`src/shared/ep_buffer_regs.vh`:
```
// Command codes, status bit positions and reset values for endpoint control
`ifndef EP_BUFFER_REGS_VH
`define EP_BUFFER_REGS_VH

// Command groups, upper nibble of the command code; CMD_ACK_SETUP is a full code
`define CMD_STALL 4'h4
`define CMD_STATUS 4'h5
`define CMD_VALIDATE 4'h6
`define CMD_CLEAR 4'h7
`define CMD_UNSTALL 4'h8
`define CMD_SNAPSHOT 4'hd
`define CMD_ACK_SETUP 8'hf4

// Endpoint indices in the lower nibble
`define EP_CTRL_OUT 4'h0
`define EP_CTRL_IN 4'h1

// Status byte field positions
`define ST_STALLED 7
`define ST_SEC_FULL 6
`define ST_PRI_FULL 5
`define ST_TOGGLE 4
`define ST_REPLACED 3
`define ST_SETUP 2
`define ST_BUF_SEL 1
`define ST_RESERVED 0

// Reset values
`define STATUS_RESET 8'h00
`define RD_DATA_RESET 16'h0000
`define FLAGS_RESET 16'h0000

`endif

```
`src/cmd_decode.v`:
```
// Command code decoder for the endpoint buffer commands
`timescale 1ns/1ns
`include "ep_buffer_regs.vh"

module cmd_decode
(
    // Command code
    input wire [7:0] code,
    // Decoded command
    output wire [3:0] ep_idx,
    output wire do_validate,
    output wire do_clear,
    output wire do_stall,
    output wire do_unstall,
    output wire do_status,
    output wire do_snapshot,
    output wire do_ack
);

    wire [3:0] group;

    assign group = code[7:4];
    assign ep_idx = code[3:0];

    // Validate has no control OUT form, clear no control IN form
    assign do_validate = (group == `CMD_VALIDATE) &&
        (ep_idx != `EP_CTRL_OUT);
    assign do_clear = (group == `CMD_CLEAR) &&
        (ep_idx != `EP_CTRL_IN);
    assign do_stall = (group == `CMD_STALL);
    assign do_unstall = (group == `CMD_UNSTALL);
    assign do_status = (group == `CMD_STATUS);
    assign do_snapshot = (group == `CMD_SNAPSHOT);
    assign do_ack = (code == `CMD_ACK_SETUP);

endmodule // cmd_decode

```
`src/ep_buffer_control.v`:
```
// Endpoint buffer control: command handling and per-endpoint state
//
// Summary of operation
// - Validate command sets the selected IN endpoint's buffer-full flag.
// - On double-buffered endpoints validate and clear swap processor buffer.
// - Validate covers control IN and 2-15; clear control OUT and 2-15.
// - Clear command empties and unlocks the selected OUT buffer.
// - A complete received OUT packet sets the buffer-full flag.
// - Full locked OUT buffer answers every further packet with NAK.
// - Snapshot read returns the status byte and clears nothing.
// - Snapshot codes cover all sixteen endpoints, one data word follows.
// - Status bit 7 is the stall indication.
// - Bit 6 secondary buffer full, bit 5 primary buffer full.
// - Bit 4 gives next expected data toggle, one for DATA1.
// - Bit 3 sets when a new SETUP replaces unacknowledged setup data.
// - Bit 3 clears on an ordinary status read once setup storing has finished.
// - Bit 2 shows the buffer holds a SETUP packet.
// - Bit 1 shows processor buffer select; bit 0 reads zero.
// - SETUP arrival blocks validate and clear on control endpoints.
// - Status fields reset to zero and are read-only.
// - Ordinary status read clears the endpoint's interrupt flag.
// - SETUP unstalls control endpoints, flushes them, returns to DATA0.
`timescale 1ns/1ns
`include "ep_buffer_regs.vh"

module ep_buffer_control
(
    // Clock and reset
    input wire sys_clk,
    input wire sys_rst,
    // Processor command port
    input wire cmd_wr,
    input wire [7:0] cmd_code,
    input wire data_rd,
    output reg [15:0] rd_data,
    output reg rd_pending,
    // USB engine events
    input wire [3:0] usb_ep,
    input wire usb_done,
    input wire usb_setup,
    input wire setup_busy,
    // Endpoint configuration
    input wire [15:0] ep_is_in,
    input wire [15:0] ep_dbl_buf,
    // Endpoint state
    output wire [15:0] ep_nak,
    output wire [15:0] ep_stalled,
    output reg [15:0] device_interrupt_flags,
    output reg setup_locked
);

    localparam [15:0] ONE_HOT = 16'h0001;

    wire [3:0] dec_ep;
    wire dec_validate;
    wire dec_clear;
    wire dec_stall;
    wire dec_unstall;
    wire dec_status;
    wire dec_snapshot;
    wire dec_ack;

    wire [15:0] cmd_sel;
    wire [15:0] usb_sel;
    wire [15:0] rd_sel;
    wire [127:0] all_status;
    wire setup_in;
    wire ctrl_blocked;
    wire gated_validate;
    wire gated_clear;
    wire rd_take;
    wire [15:0] int_set;
    wire [15:0] int_clr;
    wire [7:0] endpoint_status_snapshot;

    reg [3:0] rd_ep_reg;
    reg rd_clears_reg;
    reg [15:0] int_next;

    cmd_decode u_decode
    (
        .code(cmd_code),
        .ep_idx(dec_ep),
        .do_validate(dec_validate),
        .do_clear(dec_clear),
        .do_stall(dec_stall),
        .do_unstall(dec_unstall),
        .do_status(dec_status),
        .do_snapshot(dec_snapshot),
        .do_ack(dec_ack)
    );

    assign cmd_sel = ONE_HOT << dec_ep;
    assign usb_sel = ONE_HOT << usb_ep;
    assign rd_sel = ONE_HOT << rd_ep_reg;

    // SETUP tokens only land on the control OUT endpoint
    assign setup_in = usb_setup && (usb_ep == `EP_CTRL_OUT);

    // Control endpoints ignore buffer commands until acknowledged
    assign ctrl_blocked = setup_locked &&
        ((dec_ep == `EP_CTRL_OUT) || (dec_ep == `EP_CTRL_IN));

    // Buffer commands act on the command write itself
    assign gated_validate = cmd_wr && dec_validate &&
        !ctrl_blocked;
    assign gated_clear = cmd_wr && dec_clear && !ctrl_blocked;

    assign rd_take = data_rd && rd_pending;

    genvar i;
    generate
        for (i = 0; i < 16; i = i + 1)
        begin : g_ep
            wire is_ctrl;

            assign is_ctrl = (i < 2);

            ep_state u_ep
            (
                .sys_clk(sys_clk),
                .sys_rst(sys_rst),
                .is_in(ep_is_in[i]),
                .dbl_buf(ep_dbl_buf[i]),
                .cpu_validate(gated_validate && cmd_sel[i]),
                .cpu_clear(gated_clear && cmd_sel[i]),
                .cpu_stall(cmd_wr && dec_stall && cmd_sel[i]),
                .cpu_unstall(cmd_wr && dec_unstall && cmd_sel[i]),
                .replaced_clear(rd_take && rd_clears_reg && rd_sel[i]),
                .usb_done(usb_done && usb_sel[i] && !usb_setup),
                .usb_setup(setup_in && (i == 0)),
                .flush(setup_in && is_ctrl),
                .setup_pending(setup_locked),
                .setup_busy(setup_busy),
                .endpoint_status_byte(all_status[i*8 +: 8]),
                .usb_nak(ep_nak[i]),
                .ep_stalled(ep_stalled[i])
            );

            // Any completed transfer or SETUP flags the endpoint
            assign int_set[i] = (usb_done || usb_setup) && usb_sel[i];
            assign int_clr[i] = rd_take && rd_clears_reg &&
                rd_sel[i];
        end
    endgenerate

    assign endpoint_status_snapshot = all_status[dec_ep*8 +: 8];

    // Setup lock: a SETUP arriving with the acknowledge still wins
    always @(posedge sys_clk)
    begin
        if (sys_rst)
            setup_locked <= 1'b0;
        else if (setup_in)
            setup_locked <= 1'b1;
        else if (cmd_wr && dec_ack)
            setup_locked <= 1'b0;
    end

    // Interrupt flags, set beats clear
    always @*
    begin
        int_next = (device_interrupt_flags & ~int_clr) | int_set;
    end

    always @(posedge sys_clk)
    begin
        if (sys_rst)
            device_interrupt_flags <= `FLAGS_RESET;
        else
            device_interrupt_flags <= int_next;
    end

    // Read path: byte captured at the command, side effects on the read.
    // Capturing early keeps the word stable while the processor fetches it.
    always @(posedge sys_clk)
    begin
        if (sys_rst)
        begin
            rd_data <= `RD_DATA_RESET;
            rd_pending <= 1'b0;
            rd_ep_reg <= `EP_CTRL_OUT;
            rd_clears_reg <= 1'b0;
        end
        else if (cmd_wr && (dec_status || dec_snapshot))
        begin
            rd_data <= {8'h00, endpoint_status_snapshot};
            rd_pending <= 1'b1;
            rd_ep_reg <= dec_ep;
            // Snapshot reads leave every flag alone
            rd_clears_reg <= dec_status;
        end
        else if (rd_take)
        begin
            rd_pending <= 1'b0;
            rd_clears_reg <= 1'b0;
        end
    end

endmodule // ep_buffer_control

```
`src/ep_state.v`:
```
// Buffer, toggle, stall and setup state of one endpoint
`timescale 1ns/1ns
`include "ep_buffer_regs.vh"

module ep_state
(
    // Clock and reset
    input wire sys_clk,
    input wire sys_rst,
    // Configuration
    input wire is_in,
    input wire dbl_buf,
    // Processor commands, one-cycle pulses
    input wire cpu_validate,
    input wire cpu_clear,
    input wire cpu_stall,
    input wire cpu_unstall,
    input wire replaced_clear,
    // USB engine events, one-cycle pulses; setup_pending and setup_busy are levels
    input wire usb_done,
    input wire usb_setup,
    input wire flush,
    input wire setup_pending,
    input wire setup_busy,
    // State
    output wire [7:0] endpoint_status_byte,
    output wire usb_nak,
    output wire ep_stalled
);

    reg stall_reg;
    reg pri_full_reg;
    reg sec_full_reg;
    reg toggle_reg;
    reg replaced_reg;
    reg setup_reg;
    reg cpu_sel_reg;
    reg usb_sel_reg;
    wire usb_full;
    wire accept;

    assign usb_full = usb_sel_reg ? sec_full_reg : pri_full_reg;
    // Full OUT buffer refuses, empty IN buffer has nothing to send
    assign usb_nak = is_in ? !usb_full : usb_full;
    assign accept = usb_done && !stall_reg && !usb_nak;
    assign ep_stalled = stall_reg;

    assign endpoint_status_byte = {stall_reg, sec_full_reg, pri_full_reg,
        toggle_reg, replaced_reg, setup_reg, cpu_sel_reg,
        1'b0};

    always @(posedge sys_clk)
    begin
        if (sys_rst)
        begin
            stall_reg <= 1'b0;
            pri_full_reg <= 1'b0;
            sec_full_reg <= 1'b0;
            toggle_reg <= 1'b0;
            replaced_reg <= 1'b0;
            setup_reg <= 1'b0;
            cpu_sel_reg <= 1'b0;
            usb_sel_reg <= 1'b0;
        end
        else
        begin
            if (cpu_stall)
                stall_reg <= 1'b0 | 1'b1;
            if (cpu_unstall || flush)
            begin
                // Unstall re-initialises: empty buffers, DATA0
                stall_reg <= 1'b0;
                pri_full_reg <= 1'b0;
                sec_full_reg <= 1'b0;
                toggle_reg <= 1'b0;
                cpu_sel_reg <= 1'b0;
                usb_sel_reg <= 1'b0;
                setup_reg <= 1'b0;
            end
            else
            begin
                if (accept)
                begin
                    if (usb_sel_reg)
                        sec_full_reg <= !is_in;
                    else
                        pri_full_reg <= !is_in;
                    toggle_reg <= !toggle_reg;
                    if (dbl_buf)
                        usb_sel_reg <= !usb_sel_reg;
                end
                if (cpu_validate || cpu_clear)
                begin
                    if (cpu_sel_reg)
                        sec_full_reg <= cpu_validate;
                    else
                        pri_full_reg <= cpu_validate;
                    if (dbl_buf)
                        cpu_sel_reg <= !cpu_sel_reg;
                end
                if (cpu_clear)
                    setup_reg <= 1'b0;
            end
            if (usb_setup)
            begin
                pri_full_reg <= 1'b1;
                setup_reg <= 1'b1;
            end
            // A new setup arriving while setup is pending wins over a clearing read in the same cycle
            if (usb_setup && setup_pending)
                replaced_reg <= 1'b1;
            else if (replaced_clear && !setup_busy)
                replaced_reg <= 1'b0;
        end
    end

endmodule // ep_state
```
`config.mk`:
```
export PLATFORM = sky130hd
export DESIGN_NAME = ep_buffer_control
export DESIGN_NICKNAME = d
export VERILOG_FILES = /design/src/cmd_decode.v /design/src/ep_buffer_control.v /design/src/ep_state.v
export VERILOG_INCLUDE_DIRS = /design/src /design/src/shared
export SDC_FILE = /design/constraint.sdc
export NUM_CORES = 1
export LEC_CHECK = 0
export BUFFER_PORTS_ARGS = -buffer_cell sky130_fd_sc_hd__buf_2
export CAP_MARGIN = 10
export CELL_PAD_IN_SITES_DETAIL_PLACEMENT = 0
export CELL_PAD_IN_SITES_GLOBAL_PLACEMENT = 2
export CORE_MARGIN = 2
export CORE_UTILIZATION = 34
export DETAILED_ROUTE_END_ITERATION = 12
export GPL_TIMING_DRIVEN = 0
export PLACE_DENSITY_LB_ADDON = 0.1
export SETUP_SLACK_MARGIN = 0.02
export SLEW_MARGIN = 20
export SYNTH_ARGS = -nofsm -noshare
export SYNTH_HDL_FRONTEND = slang
export SYNTH_SLANG_ARGS = --single-unit
```
`constraint.sdc`:
```
create_clock -name sys_clk -period 2.4 [get_ports sys_clk]
set_input_delay 0.24 -clock sys_clk [delete_from_list [all_inputs] [get_ports sys_clk]]
set_output_delay 0.24 -clock sys_clk [all_outputs]
set_load 0.01 [all_outputs]
```
==> impl_metrics.tcl <==
set metrics [dict create \
    netlist_instances 919 \
    reg2reg_to "g_ep[6].u_ep.sec_full_reg$_SDFF_PP0_" \
    ys_warn_count 0 \
    hpwl_mm 21.0 \
    wl_mm 28.0 \
    die_w_um 154 \
    clock_latency_ns 0.42 \
    clk_pin_slew_ns 0.06 \
    wl_per_cell_um 20.7 \
    drc 0 \
    place_congestion 0.838 \
    synth-async-reset-ratio_pct 0 \
    power-per-cell-area_nw_per_um2 609 \
    vias 7566 \
    grt_util_all_layers_pct 23.4 \
    ant_nets 0 \
    postLayoutCoreUtil_pct 41.5 \
    tns_ns 0 \
    syn_area_um2 7690 \
    timing.slew.headroom_pct 22.0 \
    post-place-ws_ns -0.400 \
    cts_tree "built" \
    dieArea_um2 23800 \
    initialDrtViolationCount 461 \
    crit_chain "nor4b_2 > nor4_1 > clkbuf_1 > clkbuf_2 > nand3_1 > o31ai_1" \
    start_util_pct 34.3 \
    maxCapViolCount 0 \
    port_buffers 107 \
    ys_ff_latch 128 \
    grt_overflow 0 \
    slew_violations 0 \
    synth_edf_count 0 \
    grt_pass1_vias 7039 \
    final.min_clock_period_ns 2.24 \
    p_total_mw 5.67 \
    synth_top_area_cell "dfxtp_1" \
    synth.distinct_cells 65 \
    core_region_area_um2 22400 \
    clock.fmax_mhz 447 \
    rrSetupSlack_ns 0.16 \
    ys.flop_type "dfxtp_1" \
    grt_pass1_wl_mm 42.4 \
    max_stage_delay_ns 0.63 \
    period_share_pct 93.3 \
    final_nets 1104 \
    cp-end-kind "flop" \
    clk_path_buf_depth 2 \
    vias_per_cell 5.60 \
    post_cts_buffers 0 \
    firstDrtPassIters 5 \
    grt_max_degree 17 \
    cp_num_buf_inv 2 \
    drive_gt1_share_pct 21.1 \
    synthTopCellsByCount "dfxtp_1 (128), a21oi_1 (84), nand2_1 (54)" \
    status "complete, no violations" \
    path_max_fanout 10 \
    synth_top_cell_area_share_pct 33.3 \
    io_pins 117 \
    peakVddDrop_mv 0.413 \
    fin_ws_ns 0.161 \
    cts_sinks 128 \
    rsz0062_at_grt "false" \
    hold_violations 0 \
    area_growth_pct 21.0 \
    cts_buffers 17 \
    reg2regPathDepth 6 \
    cpLargestDelayFamily "buffers and inverters" \
    worstPathArrival_ns 2.58 \
    clock_skew_ns 0.00738 \
    crit_slowest_cell "clkbuf_1" \
    ys_seq_area_share_pct 33.3 \
    diodes 0 \
    antenna_found_initial 0 \
    worstHoldStart "ep_is_in[1]" \
    required_ns 2.74 \
    finalSetupViolations 0 \
    synthTopCellsByArea "dfxtp_1 (33%), mux2i_1 (6.1%), a21oi_1 (5.5%)" \
    row_count 55 \
    crit_type "flop to flop" \
    avgSynthCellArea_um2 8.37 \
    holdPathStages 2 \
    cts_max_level 4 \
    worst_slew_pin_slew_ns 1.15 \
    cts-root-buf "clkbuf_16" \
    reg2reg_from "setup_locked$_SDFFE_PP0P_" \
    start_kind "flop" \
    hold_path_class "input pin to flop" \
    die_h_um 154 \
    synth.most_common_cell "dfxtp_1" \
    holdPathEnd "g_ep[1].u_ep.sec_full_reg$_SDFF_PP0_" \
    leakage_nw 3.48 \
]
routing by layer:
| metal | global-route usage (%) | up-vias | wire length, µm |
|---|---|---|---|
| met5 | 0 | - | 0 |
| met4 | 8.07 | 0 | 635 |
| met3 | 3.36 | 36 | 1290 |
| met2 | 36.4 | 199 | 12500 |
| met1 | 33.4 | 3659 | 13500 |
| li1 | - | 3672 | - |
worst reg2reg max path: stages (launching register included):
cell and delay (ns):
dfxtp_1 0.38, nor4b_2 0.21, nor4_1 0.23, clkbuf_1 0.63
clkbuf_2 0.50, nand3_1 0.13, o31ai_1 0.08
cell families after synthesis:
group	count (synthesis)	share of synthesized area [%]
buf+inv	134	8.80
mux	62	9.78
xor+xnor	30	3.42
other cells	1	0.0488
simple gates	319	24.9
flops	128	33.3
compound gates	245	19.8
placed cells by master (no fill, tap or decap), types with 16 or more instances in the layout:
| cell | synthesis | final |
|---|---|---|
| buf_4 | 42 | 42 |
| buf_2 | 6 | 114 |
| clkbuf_16 | 0 | 17 |
| or3_1 | 26 | 26 |
| nor2_1 | 47 | 47 |
| o21ai_0 | 41 | 41 |
| a21oi_1 | 84 | 84 |
| nand2_1 | 54 | 54 |
| xnor2_1 | 16 | 16 |
| o31ai_1 | 27 | 27 |
| nand3_1 | 42 | 42 |
| inv_1 | 40 | 40 |
| dfxtp_1 | 128 | 128 |
| a31oi_1 | 16 | 16 |
| or4_1 | 18 | 18 |
| mux2i_1 | 47 | 47 |
| clkbuf_1 | 40 | 38 |
where the power goes:
group	switching, mW	internal [mW]
registers	0.0173	2.15
clock network	1.08	1.86
logic	0.371	0.193
worst max path at each step:
stage                               from                                    end  depth (start not counted)
2_1_floorplan                  usb_ep[3]  g_ep[1].u_ep.usb_sel_reg$_SDFFE_PP0P_                          6
3_3_place_gp                 cmd_code[4]   g_ep[7].u_ep.ep_stalled$_SDFFE_PP0P_                          6
3_5_place_dp                 cmd_code[4]   g_ep[7].u_ep.ep_stalled$_SDFFE_PP0P_                          7
4_1_cts                      cmd_code[4]   g_ep[7].u_ep.ep_stalled$_SDFFE_PP0P_                          7
5_1_grt        setup_locked$_SDFFE_PP0P_   g_ep[9].u_ep.sec_full_reg$_SDFF_PP0_                          6
6_report       setup_locked$_SDFFE_PP0P_   g_ep[6].u_ep.sec_full_reg$_SDFF_PP0_                          6
per-stage QoR:
stage | hold WS, ns | area, µm² | instances
6_report | 0.0461 | 9300 | 1351
5_1_grt | 0.0472 | 9300 | 1351
4_1_cts | 0.0325 | 9300 | 1352
3_5_place_dp | 0.451 | 8640 | 1320
3_3_place_gp | 0.441 | 8610 | 1319
2_1_floorplan | 0.354 | 7720 | 927
area by class of cell:
cell class,count,area (µm²)
Sequential cell,128,2560
Tap cell,285,357
Fill cell,2356,13100
Buffer,93,524
Multi-Input combinational cell,665,4510
Clock buffer,17,425
Inverter,40,150
Clock inverter,15,231
Timing Repair Buffer,108,541
what timing repair did:
action                     CTS  global route
setup endpoints to repair   10            20
hold buffers                 0             0
gates resized for setup      1             1
(Power assumes the default switching activity.)
